### src/logic/thw_regs.svh
`ifndef THW_REGS_SVH
`define THW_REGS_SVH
// Register indices; byte address is four times the index
`define THW_IDX_ENSEL    8'hE0
`define THW_IDX_BASE0    8'hE1
`define THW_IDX_BASE3    8'hE4
`define THW_IDX_DCNT     8'hE5
`define THW_IDX_RAWLAST  8'hE7
`define THW_IDX_CTRL     8'hE8
`define THW_IDX_SRC1     8'h49
`define THW_IDX_SRC2     8'h40
`define THW_IDX_RD1_INT  8'h50
`define THW_IDX_RD1_FRC  8'h51
`define THW_IDX_RD2_INT  8'h52
`define THW_IDX_RD2_FRC  8'h53
`define THW_IDX_IRQ_STS  8'h60
`define THW_IDX_IRQ_MSK  8'h61
// Field positions
`define THW_CTRL_RAW_BIT 3
`define THW_DCNT_MAX_BIT 1
// Reset values
`define THW_RST_BYTE     8'h00
`define THW_RST_CTRL     8'h03
// Link timing: clock in kHz and bit rates in kbps per speed code
`define THW_CLK_KHZ      20000
`define THW_KBPS_0       2
`define THW_KBPS_1       100
`define THW_KBPS_2       500
`define THW_KBPS_3       1000
`define THW_QTR(k)       (`THW_CLK_KHZ / (4 * (k)))
`define THW_GAP_QTRS     4'h8
// Frame contents
`define THW_ADDR_BASE    8'h30
`define THW_CMD_TEMP     8'h01
`define THW_WLEN_QUERY   8'h01
`define THW_RLEN_QUERY   8'h02
`define THW_CRC_POLY     8'h07
`define THW_BAD_LIMIT    2'h3
`endif

### src/logic/thw_pkg.sv
package thw_pkg;
  typedef enum logic [1:0] {
    THW_S_IDLE = 2'b00,
    THW_S_LOAD = 2'b01,
    THW_S_XFER = 2'b10,
    THW_S_EVAL = 2'b11
  } thw_state_e;
  // One agent's relative reading: whole degrees and half degree
  typedef struct packed {
    logic [7:0] deg;
    logic       half;
  } thw_temp_s;
endpackage

### src/logic/thw_poller.sv
// Register access over Wishbone was decided locally.
`timescale 1ns/1ns
`include "thw_regs.svh"
module thw_poller
  import thw_pkg::*;
(
  // Clock and reset
  input  wire logic        clk_i,
  input  wire logic        rst_i,
  // Wishbone slave
  input  wire logic        wb_cyc_i,
  input  wire logic        wb_stb_i,
  input  wire logic        wb_we_i,
  input  wire logic [9:0]  wb_adr_i,
  input  wire logic [3:0]  wb_sel_i,
  input  wire logic [31:0] wb_dat_i,
  output logic      [31:0] wb_dat_o,
  output logic             wb_ack_o,
  // Thermal wire, open drain
  input  wire logic        wire_i,
  output logic             wire_o,
  output logic             wire_oe_o,
  // Interrupt
  output logic             irq_o
);
  logic [7:0]  ensel_reg, dcnt_reg, ctrl_reg, src1_reg, src2_reg, sts_reg, msk_reg;
  logic [7:0]  base_reg [4];
  thw_temp_s   rel_reg [8];
  logic [1:0]  bad_reg [4];
  logic [3:0]  warn_reg;
  thw_state_e  st_reg;
  logic [1:0]  cur_reg, step_reg, q_reg, byte_reg;
  logic [2:0]  bit_reg;
  logic        rd_reg, ok_reg, sy1_reg, sy2_reg, tick, wb_req, wb_wr;
  logic [12:0] div_reg, qtr_len;
  logic [3:0]  gap_reg;
  logic [7:0]  sh_reg, crc_reg, lo_reg, hi_reg, out_byte, idx;
  logic [1:0]  n_out, n_in, nb_idx, nxt_agent;

  assign idx    = wb_adr_i[9:2];
  assign wb_req = wb_cyc_i & wb_stb_i;
  assign wb_wr  = wb_req & wb_ack_o & wb_we_i & wb_sel_i[0];
  assign wire_o = 1'b0; // Open drain: only ever pulls low

  // Quarter-bit length from the speed field
  always_comb
  begin
    unique case (ctrl_reg[1:0])
      2'b00: qtr_len = 13'(`THW_QTR(`THW_KBPS_0));
      2'b01: qtr_len = 13'(`THW_QTR(`THW_KBPS_1));
      2'b10: qtr_len = 13'(`THW_QTR(`THW_KBPS_2));
      2'b11: qtr_len = 13'(`THW_QTR(`THW_KBPS_3));
    endcase
  end

  // Quarter-bit tick divider
  always_ff @(posedge clk_i)
  begin
    if (rst_i || tick)
      div_reg <= 13'h0000;
    else
      div_reg <= div_reg + 13'h0001;
  end
  assign tick = (div_reg >= qtr_len - 13'h0001);

  // Two-flop synchroniser on the wire
  always_ff @(posedge clk_i)
  begin
    if (rst_i)
    begin
      sy1_reg <= 1'b1;
      sy2_reg <= 1'b1;
    end
    else
    begin
      sy1_reg <= wire_i;
      sy2_reg <= sy1_reg;
    end
  end

  // Byte to load next: the first one in LOAD, the following one while a byte goes out
  assign nb_idx    = (st_reg == THW_S_XFER) ? byte_reg + 2'h1 : 2'h0;
  assign nxt_agent = cur_reg + 2'h1; // Wraps from agent 3 back to agent 0

  // Frame layout: probe sends address and two zero lengths, then reads a check byte;
  // a query sends address, lengths and command, then reads two bytes and a check byte
  always_comb
  begin
    n_out = (step_reg == 2'h0) ? 2'h2 : 2'h3; // Last byte index
    n_in  = (step_reg == 2'h0) ? 2'h0 : 2'h2; // Index of the received check byte
    unique case (nb_idx)
      2'h0: out_byte = `THW_ADDR_BASE + {6'h00, cur_reg};
      2'h1: out_byte = (step_reg == 2'h0) ? 8'h00 : `THW_WLEN_QUERY;
      2'h2: out_byte = (step_reg == 2'h0) ? 8'h00 : `THW_RLEN_QUERY;
      2'h3: out_byte = `THW_CMD_TEMP + {7'h00, step_reg[1]}; // Domain in command
    endcase
  end

  // Drive low for the first quarter of every bit, and through quarter 2 for a written 0
  always_ff @(posedge clk_i)
  begin
    if (rst_i)
      wire_oe_o <= 1'b0;
    else if (st_reg == THW_S_XFER)
      wire_oe_o <= (q_reg == 2'h0) | (!rd_reg & !sh_reg[7] & (q_reg != 2'h3));
    else
      wire_oe_o <= 1'b0;
  end

  // Poll sequencer and bit engine
  always_ff @(posedge clk_i)
  begin
    if (rst_i)
    begin
      st_reg   <= THW_S_IDLE;
      cur_reg  <= 2'h0;
      step_reg <= 2'h0;
      q_reg    <= 2'h0;
      bit_reg  <= 3'h0;
      byte_reg <= 2'h0;
      rd_reg   <= 1'b0;
      sh_reg   <= 8'h00;
      crc_reg  <= 8'h00;
      lo_reg   <= 8'h00;
      hi_reg   <= 8'h00;
      gap_reg  <= 4'h0;
      ok_reg   <= 1'b0;
    end
    else
    begin
      unique case (st_reg)
        THW_S_IDLE:
        begin
          // Idle gap, then next enabled agent in round-robin order
          if (tick)
            gap_reg <= (gap_reg == `THW_GAP_QTRS) ? gap_reg : gap_reg + 4'h1;
          if (gap_reg == `THW_GAP_QTRS)
          begin
            gap_reg <= 4'h0;
            cur_reg <= nxt_agent;
            if (ensel_reg[{1'b1, nxt_agent}])
            begin
              step_reg <= 2'h0;
              st_reg   <= THW_S_LOAD;
            end
          end
        end
        THW_S_LOAD:
        begin
          byte_reg <= 2'h0;
          bit_reg  <= 3'h0;
          q_reg    <= 2'h0;
          rd_reg   <= 1'b0;
          crc_reg  <= 8'h00;
          sh_reg   <= out_byte;
          if (tick)
            st_reg <= THW_S_XFER;
        end
        THW_S_XFER:
        begin
          if (tick)
          begin
            q_reg <= q_reg + 2'h1;
            if (rd_reg && q_reg == 2'h1)
              sh_reg[0] <= sy2_reg; // Sample mid-bit
            if (q_reg == 2'h3)
            begin
              // Check covers every bit except the received check byte
              if (!(rd_reg && byte_reg == n_in))
                crc_reg <= {crc_reg[6:0], 1'b0}
                           ^ ((crc_reg[7] ^ sh_reg[rd_reg ? 0 : 7]) ? `THW_CRC_POLY : 8'h00);
              bit_reg <= bit_reg + 3'h1;
              sh_reg  <= rd_reg ? sh_reg : {sh_reg[6:0], 1'b0};
              if (rd_reg && bit_reg != 3'h7)
                sh_reg <= {sh_reg[6:0], 1'b0};
              if (bit_reg == 3'h7)
              begin
                byte_reg <= byte_reg + 2'h1;
                if (!rd_reg && byte_reg == n_out)
                begin
                  rd_reg   <= 1'b1;
                  byte_reg <= 2'h0;
                end
                else if (!rd_reg)
                  sh_reg <= out_byte;
                else if (byte_reg == 2'h0 && n_in != 2'h0)
                  lo_reg <= sh_reg;
                else if (byte_reg == 2'h1)
                  hi_reg <= sh_reg;
                if (rd_reg && byte_reg == n_in)
                begin
                  ok_reg <= (sh_reg == crc_reg);
                  st_reg <= THW_S_EVAL;
                end
              end
            end
          end
        end
        THW_S_EVAL:
        begin
          // Probe first, then domain 0, then domain 1 if counted
          if (step_reg == 2'h0 && ok_reg)
          begin
            step_reg <= 2'h1;
            st_reg   <= THW_S_LOAD;
          end
          else if (step_reg == 2'h1 && dcnt_reg[4 + 32'(cur_reg)])
          begin
            step_reg <= 2'h2;
            st_reg   <= THW_S_LOAD;
          end
          else
            st_reg <= THW_S_IDLE;
        end
      endcase
    end
  end

  // Readings, check failure counts and warnings
  always_ff @(posedge clk_i)
  begin
    if (rst_i)
    begin
      warn_reg <= 4'h0;
      for (int i = 0; i < 4; i++)
        bad_reg[i] <= 2'h0;
      for (int i = 0; i < 8; i++)
        rel_reg[i] <= '0;
    end
    else if (st_reg == THW_S_EVAL)
    begin
      if (step_reg == 2'h0 && !ok_reg)
        warn_reg[cur_reg] <= 1'b1; // Agent not detected
      else if (step_reg != 2'h0 && ok_reg)
      begin
        bad_reg[cur_reg]  <= 2'h0;
        warn_reg[cur_reg] <= 1'b0;
        rel_reg[{cur_reg, step_reg[1]}] <= '{deg: {hi_reg[5:0], lo_reg[7:6]}, half: lo_reg[5]};
      end
      else if (step_reg != 2'h0)
      begin
        if (bad_reg[cur_reg] != `THW_BAD_LIMIT)
          bad_reg[cur_reg] <= bad_reg[cur_reg] + 2'h1;
        if (bad_reg[cur_reg] >= `THW_BAD_LIMIT - 2'h1)
          warn_reg[cur_reg] <= 1'b1;
      end
    end
  end

  // Per-agent result: select or merge domains, then add base temperature
  thw_temp_s res [4];
  thw_temp_s abs_t [4];
  genvar g;
  generate
    for (g = 0; g < 4; g++)
    begin : g_agent
      thw_temp_s d0, d1;
      assign d0 = rel_reg[2 * g];
      assign d1 = rel_reg[2 * g + 1];
      assign res[g] = (dcnt_reg[4 + g] && dcnt_reg[`THW_DCNT_MAX_BIT])
                    ? (($signed(d1) > $signed(d0)) ? d1 : d0)
                    : (ensel_reg[g] ? d1 : d0);
      assign abs_t[g] = '{deg: base_reg[g] + res[g].deg, half: res[g].half};
    end
  endgenerate

  // Reading pair source: codes 0..3 name an agent, others read zero
  function automatic thw_temp_s pick(input logic [2:0] s, input thw_temp_s a [4]);
    pick = s[2] ? '0 : a[s[1:0]];
  endfunction
  thw_temp_s rd1, rd2;
  assign rd1 = pick(src1_reg[2:0], abs_t);
  assign rd2 = pick(src2_reg[2:0], abs_t);

  // Wishbone: one wait state, unmapped reads return zero
  always_ff @(posedge clk_i)
  begin
    if (rst_i)
    begin
      wb_ack_o <= 1'b0;
      wb_dat_o <= 32'h00000000;
    end
    else
    begin
      wb_ack_o <= wb_req & !wb_ack_o;
      wb_dat_o <= 32'h00000000;
      if (ctrl_reg[`THW_CTRL_RAW_BIT] && idx >= `THW_IDX_ENSEL && idx <= `THW_IDX_RAWLAST)
        wb_dat_o[7:0] <= rel_reg[3'(idx - `THW_IDX_ENSEL)].deg;
      else if (idx >= `THW_IDX_BASE0 && idx <= `THW_IDX_BASE3)
        wb_dat_o[7:0] <= base_reg[2'(idx - `THW_IDX_BASE0)];
      else
        unique case (idx)
          `THW_IDX_ENSEL:   wb_dat_o[7:0] <= ensel_reg;
          `THW_IDX_DCNT:    wb_dat_o[7:0] <= dcnt_reg;
          `THW_IDX_CTRL:    wb_dat_o[7:0] <= {warn_reg, ctrl_reg[3:0]};
          `THW_IDX_SRC1:    wb_dat_o[7:0] <= src1_reg;
          `THW_IDX_SRC2:    wb_dat_o[7:0] <= src2_reg;
          `THW_IDX_RD1_INT: wb_dat_o[7:0] <= rd1.deg;
          `THW_IDX_RD1_FRC: wb_dat_o[7:0] <= {rd1.half, 7'h00};
          `THW_IDX_RD2_INT: wb_dat_o[7:0] <= rd2.deg;
          `THW_IDX_RD2_FRC: wb_dat_o[7:0] <= {rd2.half, 7'h00};
          `THW_IDX_IRQ_STS: wb_dat_o[7:0] <= sts_reg;
          `THW_IDX_IRQ_MSK: wb_dat_o[7:0] <= msk_reg;
          default:          wb_dat_o[7:0] <= 8'h00;
        endcase
    end
  end

  // Configuration writes; raw mode locks E0h..E7h
  always_ff @(posedge clk_i)
  begin
    if (rst_i)
    begin
      ensel_reg <= `THW_RST_BYTE;
      dcnt_reg  <= `THW_RST_BYTE;
      ctrl_reg  <= `THW_RST_CTRL;
      src1_reg  <= `THW_RST_BYTE;
      src2_reg  <= `THW_RST_BYTE;
      msk_reg   <= `THW_RST_BYTE;
      for (int i = 0; i < 4; i++)
        base_reg[i] <= `THW_RST_BYTE;
    end
    else if (wb_wr)
    begin
      if (!ctrl_reg[`THW_CTRL_RAW_BIT])
      begin
        if (idx == `THW_IDX_ENSEL)
          ensel_reg <= wb_dat_i[7:0];
        if (idx == `THW_IDX_DCNT)
          dcnt_reg <= wb_dat_i[7:0];
        if (idx >= `THW_IDX_BASE0 && idx <= `THW_IDX_BASE3)
          base_reg[2'(idx - `THW_IDX_BASE0)] <= wb_dat_i[7:0];
      end
      if (idx == `THW_IDX_CTRL)
        ctrl_reg <= {4'h0, wb_dat_i[3:0]};
      if (idx == `THW_IDX_SRC1)
        src1_reg <= {5'h00, wb_dat_i[2:0]};
      if (idx == `THW_IDX_SRC2)
        src2_reg <= {5'h00, wb_dat_i[2:0]};
      if (idx == `THW_IDX_IRQ_MSK)
        msk_reg <= {4'h0, wb_dat_i[3:0]};
    end
  end

  // Interrupt status: warning rise sets, write one clears, set wins
  logic [3:0] warn_q;
  always_ff @(posedge clk_i)
  begin
    if (rst_i)
    begin
      warn_q  <= 4'h0;
      sts_reg <= 8'h00;
    end
    else
    begin
      warn_q  <= warn_reg;
      sts_reg <= {4'h0, (sts_reg[3:0] & ~((wb_wr && idx == `THW_IDX_IRQ_STS) ? wb_dat_i[3:0]
                 : 4'h0)) | (warn_reg & ~warn_q)};
    end
  end
  assign irq_o = |(sts_reg & msk_reg);

  // Checks
  logic [12:0] since_tick;
  logic        rst_q;
  always_ff @(posedge clk_i)
  begin
    since_tick <= (rst_i || tick) ? 13'h0000 : since_tick + 13'h0001;
    rst_q      <= rst_i;
  end
  a_tick_spacing: assert property (@(posedge clk_i) disable iff (rst_i)
    tick && $stable(ctrl_reg[1:0]) && !$past(rst_i) |-> since_tick == qtr_len - 13'h0001)
    else $error("tick spacing wrong");
  a_reset_disabled: assert property (@(posedge clk_i)
    rst_q && !rst_i |-> ensel_reg[7:4] == 4'h0) else $error("agents enabled after reset");
  a_only_enabled: assert property (@(posedge clk_i) disable iff (rst_i)
    st_reg == THW_S_IDLE ##1 st_reg == THW_S_LOAD
    |-> |((4'h1 << cur_reg) & $past(ensel_reg[7:4])))
    else $error("disabled agent accessed");
  a_dom1_counted: assert property (@(posedge clk_i) disable iff (rst_i)
    st_reg == THW_S_LOAD && step_reg == 2'h2 |-> dcnt_reg[4 + 32'(cur_reg)])
    else $error("domain 1 queried without count bit");
  a_raw_locked: assert property (@(posedge clk_i) disable iff (rst_i)
    wb_wr && ctrl_reg[3] |=> $stable(ensel_reg) && $stable(dcnt_reg))
    else $error("write in raw mode took effect");
  a_warn_missing: assert property (@(posedge clk_i) disable iff (rst_i)
    st_reg == THW_S_EVAL && step_reg == 2'h0 && !ok_reg |=> warn_reg[$past(cur_reg)])
    else $error("missing agent not flagged");
  a_warn_third: assert property (@(posedge clk_i) disable iff (rst_i)
    st_reg == THW_S_EVAL && step_reg != 2'h0 && !ok_reg && bad_reg[cur_reg] == 2'h2
    |=> warn_reg[$past(cur_reg)]) else $error("third bad check not flagged");
  a_one_agent: assert property (@(posedge clk_i) disable iff (rst_i)
    st_reg != THW_S_IDLE && $past(st_reg) != THW_S_IDLE |-> $stable(cur_reg))
    else $error("agent changed mid transaction");
  a_query_after_probe: assert property (@(posedge clk_i) disable iff (rst_i)
    st_reg == THW_S_EVAL && step_reg == 2'h0 && ok_reg |=> st_reg == THW_S_LOAD
    && step_reg == 2'h1) else $error("query did not follow probe");
  c_probe_ok: cover property (@(posedge clk_i) st_reg == THW_S_EVAL && ok_reg && step_reg == 2'h0);
  c_dom1: cover property (@(posedge clk_i) st_reg == THW_S_EVAL && ok_reg && step_reg == 2'h2);
  c_irq: cover property (@(posedge clk_i) irq_o);
  c_bad_third: cover property (@(posedge clk_i) st_reg == THW_S_EVAL && step_reg != 2'h0
    && !ok_reg && bad_reg[cur_reg] == 2'h2);
endmodule

### config.mk
export PLATFORM = sky130hd
export DESIGN_NAME = thw_poller
export DESIGN_NICKNAME = d
export VERILOG_FILES = /design/src/logic/thw_pkg.sv /design/src/logic/thw_poller.sv
export VERILOG_INCLUDE_DIRS = /design/src /design/src/logic
export SDC_FILE = /design/constraint.sdc
export NUM_CORES = 1
export LEC_CHECK = 0
export BUFFER_PORTS_ARGS = -buffer_cell sky130_fd_sc_hd__buf_2
export CAP_MARGIN = 5
export CORE_MARGIN = 5
export CORE_UTILIZATION = 55
export CTS_BUF_LIST = sky130_fd_sc_hd__clkbuf_8
export CTS_CLUSTER_SIZE = 28
export DETAILED_ROUTE_END_ITERATION = 8
export GPL_ROUTABILITY_DRIVEN = 1
export GPL_TIMING_DRIVEN = 0
export PLACE_DENSITY = 0.71
export SYNTH_ARGS = -nofsm -noshare
export SYNTH_HDL_FRONTEND = slang
export SYNTH_SLANG_ARGS = --single-unit
### constraint.sdc
create_clock -name clk_i -period 5.6 [get_ports clk_i]
set_clock_uncertainty 0.15 [all_clocks]
set_input_delay 0.28 -clock clk_i [delete_from_list [all_inputs] [get_ports clk_i]]
set_output_delay 0.28 -clock clk_i [all_outputs]
set_load 0.005 [all_outputs]
* Word level (Yosys, flattened, before mapping)
Memories as Yosys holds them, arrays and structs flattened. A register that Yosys moved wholly into a read port is not among the register bits.
Index checks and enable logic that the tools add are counted.
** Cells by class
- Add/sub/neg operators :: 17
- Muxes and demuxes :: 122
- Magnitude comparators :: 17
- Shift operators :: 0
- Reductions and logical operators :: 61
- Eq/ne operators :: 43
- Bitwise gates (word level) :: 26
- Multiply operators :: 0
- Div/mod/pow operators :: 0
** Operators with widths (count)
- $mux 9 :: 19
- $mux 8 :: 13
- $pmux 8 s11 :: 1
- $eq 8x7->1 const B :: 8
- $pmux 13 s4 :: 1
- $mux 2 :: 25
- $bmux 9 s2 :: 2
- $gt 9x9->1 :: 4
- $mux 1 :: 36
- $add 8x8->8 :: 4
- $pmux 8 s2 :: 2
- $pmux 8 s4 :: 1
- $mux 4 :: 7
- $eq 8x8->1 const B :: 3
- $logic_and 1x1->1 :: 18
- $ge 8x8->1 const B :: 2
- $le 8x8->1 const B :: 2
- $reduce_or 8->1 :: 2
- $mux 3 :: 5
- $reduce_and 3->1 :: 5
- $eq 2x2->1 const B :: 7
- $ne 2x2->1 const B :: 7
- $reduce_and 2->1 :: 7
- $reduce_and 7->1 :: 2
- other kinds (52) :: 103
** Storage, ports and cells
- Output and inout bits :: 36
- Bits in read-only memories :: 0
- Bits in registers :: 144
- Memories :: 3
- Input port bits :: 52
- Word-level logic and storage cells :: 320
- Bits in writable memories :: 112
- Bits in latches :: 0
** Memory list
- rel_reg :: words 8, width 9, read ports 9, clocked after memory_dff 0, write ports 8, RTL line thw_poller.sv:28 : thw_temp_s rel_reg [8];
- base_reg :: words 4, width 8, read ports 5, clocked after memory_dff 0, write ports 4, RTL line thw_poller.sv:27 : logic [7:0] base_reg [4];
- bad_reg :: words 4, width 2, read ports 1, clocked after memory_dff 1, write ports 4, RTL line thw_poller.sv:29 : logic [1:0] bad_reg [4];

* Longest topological paths before layout
An unclocked memory read counts as a cell.
- Depth after elaboration :: 12
- Mapped depth :: 21

* Least setup slack after synthesis
OpenSTA, ideal clock, no wires.
- Path kind :: reg2reg
- From :: memory rel_reg[1][6] in the netlist's numbering
- To :: register wb_dat_o[4]
- Path buffers :: 1
- Path slack :: 1.347 ns
- Library setup time :: 0.138 ns
- Arrival :: 3.965 ns
- Cell stages (with the launch flop) :: 20
- Cell sequence :: edfxtp_1 -> ha_1 -> a21oi_1 -> o32ai_1 -> a221oi_1 -> o21ai_1 -> clkbuf_1 -> o21ai_0 -> ha_1 -> inv_1 -> fa_1 -> nand2b_1 -> a21boi_1 -> nor2_1 -> xnor2_1 -> mux4_2 -> a221oi_1 -> nor2_1 -> a2111oi_0 -> a211oi_1
** RTL lines
- start: declaration :: RTL line thw_poller.sv:28
- end signal: assignment :: RTL line thw_poller.sv:288 : wb_dat_o[7:0] <= rel_reg[3'(idx - `THW_IDX_ENSEL)].deg;
- end signal: assignment :: RTL line thw_poller.sv:290 : wb_dat_o[7:0] <= base_reg[2'(idx - `THW_IDX_BASE0)];
- end signal: assignment :: RTL line thw_poller.sv:293 : `THW_IDX_ENSEL: wb_dat_o[7:0] <= ensel_reg;
- end: declaration :: RTL line thw_poller.sv:17 : output logic [31:0] wb_dat_o,

==> results.txt <==
global-route usage over all layers: 0.2783
clock root cell: sky130_fd_sc_hd__clkbuf_8
post-synthesis async set-or-reset flop share: 0
global-route wire length before repair: 63.13 mm
outcome: finished clean
EDFF count, synth: 112
drc violations: 0
number of failing setup endpoints in the final timing report: 0
unique cell type count in the Yosys netlist: 93
effective utilization at floorplan: 0.5540
Mapped Cells: 1468
shortest clock period the worst path allows after layout: 5273 ps
final antenna-violating net count: 0
die boundary height: 171.6 um
Worst-Skew Late Latency: 550 ps
TritonCTS clock tree: done
area of the core: 25910 um2
fin crit share: 0.9416
total negative slack for setup checks: 0 ps
vias per std cell: 6.066
kind of start point of the critical path: flip-flop
beginning of the worst register-to-register path: rel_reg[1][4]
depth of the worst hold-timing path: 4
CP Data Required Time: 5810 ps
unrepaired setup endpoints after global routing: false
P per Cell Area: 253.0 nW/um2
largest fanout on the critical path: 10
internal reg-to-reg setup slack: 330 ps
Yosys top cell area share: 0.2343
cell taking the most area after synthesis: sky130_fd_sc_hd__edfxtp_1
max-slew violation count: 0
Most used DFF post-synth: sky130_fd_sc_hd__dfxtp_1
clock tree buffer depth: 3
floorplan die area: 29430 um2
diode count: 0
final-stage net count: 1747
pin count of the biggest net entering global routing: 12
first-iteration detailed-routing DRC count: 1086
area of combinational cells with multiple inputs: 7974 um2
Mapped Area: 14350 um2
remaining max-slew budget at the tightest pin: 0.1473
number of synthesized register bits: 225
count leader, synth: sky130_fd_sc_hd__nor2_1
placed cell area: 15040 um2
final design utilization: 0.6196
path type of the worst setup path: flip-flop to flip-flop
H-tree depth: 2
Worst Setup End Kind: flip-flop
aggregate routed wire length: 41.10 mm
destination of the worst hold path: src2_reg[2]
worst flop-to-flop path endpoint: wb_dat_o[4]
actual transition at the worst max-transition pin: 1266 ps
final std cell area, no fill: 16060 um2
clock buffer count from CTS: 40
Static Leak: 6.661 nW
Filler Cells Inserted: 2214
number of flip-flops in the largest register: 72
register area share after synthesis: 0.3919
post-detailed-route wirelength per cell: 21.12 um
routed vias: 11804
antenna violations before repair: 1
Reg2Reg Depth: 19
grt total ovfl: 0
Arr. time, crit path: 5480 ps
total iterations of the first detailed-routing run: 5
number of top-level design ports: 88
share of final-layout standard cells stronger than drive strength 1: 0.1260
vias in the first global route: 11168
post-synthesis average cell area: 9.778 um2
Max Freq: 189.6 MHz
Synth Warn #: 0
classification of the worst-slack hold path: input port to flip-flop
Clock transition at path regs: 60 ps
Final Hold Vio Count: 0
cell types with the largest area share after synthesis: sky130_fd_sc_hd__edfxtp_1 (23%), sky130_fd_sc_hd__dfxtp_1 (16%), sky130_fd_sc_hd__ha_1 (9.8%)
Worst Min Path Start: wb_adr_i[7]
Storage cell area: 5625 um2
number of cell rows: 59
number of resized instances in the post-cts repair step: 0
peak supply drop: 0.0001514 V
clk sinks: 225
gp weighted congestion: 0.9872
top cell types by occurrence after synthesis: sky130_fd_sc_hd__nor2_1 (119), sky130_fd_sc_hd__dfxtp_1 (113), sky130_fd_sc_hd__edfxtp_1 (112), sky130_fd_sc_hd__ha_1 (112), sky130_fd_sc_hd__nand2_1 (108)
Horiz. Die Dim: 171.6 um
buffers added on ports: 33
area overhead of the layout relative to synthesis: 11.85%
MaxCap Viol Count: 0
final HPWL from detailed placement: 31.55 mm
## final cells by class
cell class / count / area share
buffer: 97 / 0.02946
clock buffer: 44 / 0.03772
tap: 335 / 0.02611
timing repair buffer: 45 / 0.01761
clock inverter: 30 / 0.01894
multi-input combinational: 1071 / 0.4966
inverter: 99 / 0.02315
sequential: 225 / 0.3504
## critical path, cell delays in order (launching register included)
cell and delay [ps]:
sky130_fd_sc_hd__edfxtp_1 450, sky130_fd_sc_hd__ha_1 340, sky130_fd_sc_hd__a21oi_1 140, sky130_fd_sc_hd__o21ai_0 130
sky130_fd_sc_hd__a221oi_1 270, sky130_fd_sc_hd__o21ai_1 290, sky130_fd_sc_hd__clkbuf_1 280, sky130_fd_sc_hd__o21ai_0 480
sky130_fd_sc_hd__ha_1 270, sky130_fd_sc_hd__inv_1 60, sky130_fd_sc_hd__fa_1 390, sky130_fd_sc_hd__nand2b_1 160
sky130_fd_sc_hd__a21boi_1 180, sky130_fd_sc_hd__nor2_1 70, sky130_fd_sc_hd__xnor2_1 130, sky130_fd_sc_hd__mux4_2 470
sky130_fd_sc_hd__a221oi_1 270, sky130_fd_sc_hd__nor2_1 60, sky130_fd_sc_hd__a2111oi_0 360, sky130_fd_sc_hd__a211oi_1 120
## per-layer routing
metal  track usage  vias up  part of all wire
met1        0.3885     5656              0.43
met2        0.4379      531              0.45
li1              -     5514                 -
met4        0.1102        2             0.042
met5             0        -           0.00032
met3       0.04229      101             0.080
## power breakdown
group          total, mW  leakage, nW  internal, mW  switching, mW
sequential          1.83         2.07          1.77         0.0550
clock               1.74        0.485          1.01          0.726
combinational      0.492         4.11         0.204          0.288
## metrics by stage
step / hold WS [ps] / setup WS [ps] / total power [mW] / std cells
detailed placement: 247.4 / 454.6 / 2.338 / 1861
CTS: 67.43 / 421.4 / 4.070 / 1946
global route: 112.4 / 64.10 / 4.221 / 1946
finish: 86.64 / 326.9 / 4.061 / 1946
floorplan: 233.8 / 1347 / 2.194 / 1492
global placement: 243.3 / 568.4 / 2.328 / 1860
## worst max-delay path by stage
stage | slack [ps] | end | startpoint | depth (start not counted)
2_1_floorplan | 1350 | wb_dat_o[4] | rel_reg[1][6] | 19
3_3_place_gp | 570 | wb_dat_o[4] | rel_reg[1][6] | 19
3_5_place_dp | 450 | wb_dat_o[4] | rel_reg[1][6] | 19
4_1_cts | 420 | wb_dat_o[4] | rel_reg[5][8] | 19
5_1_grt | 60 | wb_dat_o[4] | rel_reg[1][4] | 19
6_report | 330 | wb_dat_o[4] | rel_reg[1][4] | 19
## timing repair
action,CTS,global route
hold buffers,11,0
setup buffers,0,0
hold endpoints to repair,31,0
endpoints found under the setup margin,0,0
## cell usage in the layout, fill, tap and decap left out, types with 8 or more instances in the layout
cell type | synthesis | layout
sky130_fd_sc_hd__a211oi_1 | 28 | 28
sky130_fd_sc_hd__buf_4 | 26 | 27
sky130_fd_sc_hd__xnor2_1 | 38 | 38
sky130_fd_sc_hd__xor2_1 | 16 | 16
sky130_fd_sc_hd__nor2_1 | 119 | 119
sky130_fd_sc_hd__conb_1 | 1 | 25
sky130_fd_sc_hd__nand3_1 | 47 | 47
sky130_fd_sc_hd__mux2i_1 | 54 | 54
sky130_fd_sc_hd__nand2b_1 | 18 | 18
sky130_fd_sc_hd__clkbuf_8 | 0 | 44
sky130_fd_sc_hd__clkbuf_1 | 58 | 58
sky130_fd_sc_hd__o21ai_1 | 10 | 10
sky130_fd_sc_hd__buf_2 | 9 | 42
sky130_fd_sc_hd__clkinv_2 | 0 | 8
sky130_fd_sc_hd__and3_1 | 83 | 83
sky130_fd_sc_hd__nor2b_1 | 20 | 20
sky130_fd_sc_hd__and2_1 | 35 | 35
sky130_fd_sc_hd__nand4_1 | 12 | 12
sky130_fd_sc_hd__nand2_1 | 108 | 108
sky130_fd_sc_hd__a22oi_1 | 9 | 9
sky130_fd_sc_hd__mux4_2 | 38 | 38
sky130_fd_sc_hd__edfxtp_1 | 112 | 112
sky130_fd_sc_hd__nor3_1 | 27 | 27
sky130_fd_sc_hd__o21ai_0 | 37 | 37
sky130_fd_sc_hd__mux2_2 | 10 | 10
sky130_fd_sc_hd__dlygate4sd3_1 | 0 | 11
sky130_fd_sc_hd__a22o_1 | 11 | 11
sky130_fd_sc_hd__dfxtp_1 | 113 | 113
sky130_fd_sc_hd__inv_1 | 97 | 104
sky130_fd_sc_hd__ha_1 | 112 | 112
sky130_fd_sc_hd__a21oi_1 | 74 | 74
sky130_fd_sc_hd__a21o_1 | 18 | 18
## cells by family after synthesis
logic type / Yosys count / share of synthesized area
xor+xnor: 54 / 0.03295
compound gates: 266 / 0.1266
other cells: 1 / 0.0002613
simple gates: 508 / 0.1811
buf+inv: 196 / 0.05884
mux: 102 / 0.1051
flops: 225 / 0.3919
fa+ha+maj: 116 / 0.1032
(Power assumes the default switching activity.)
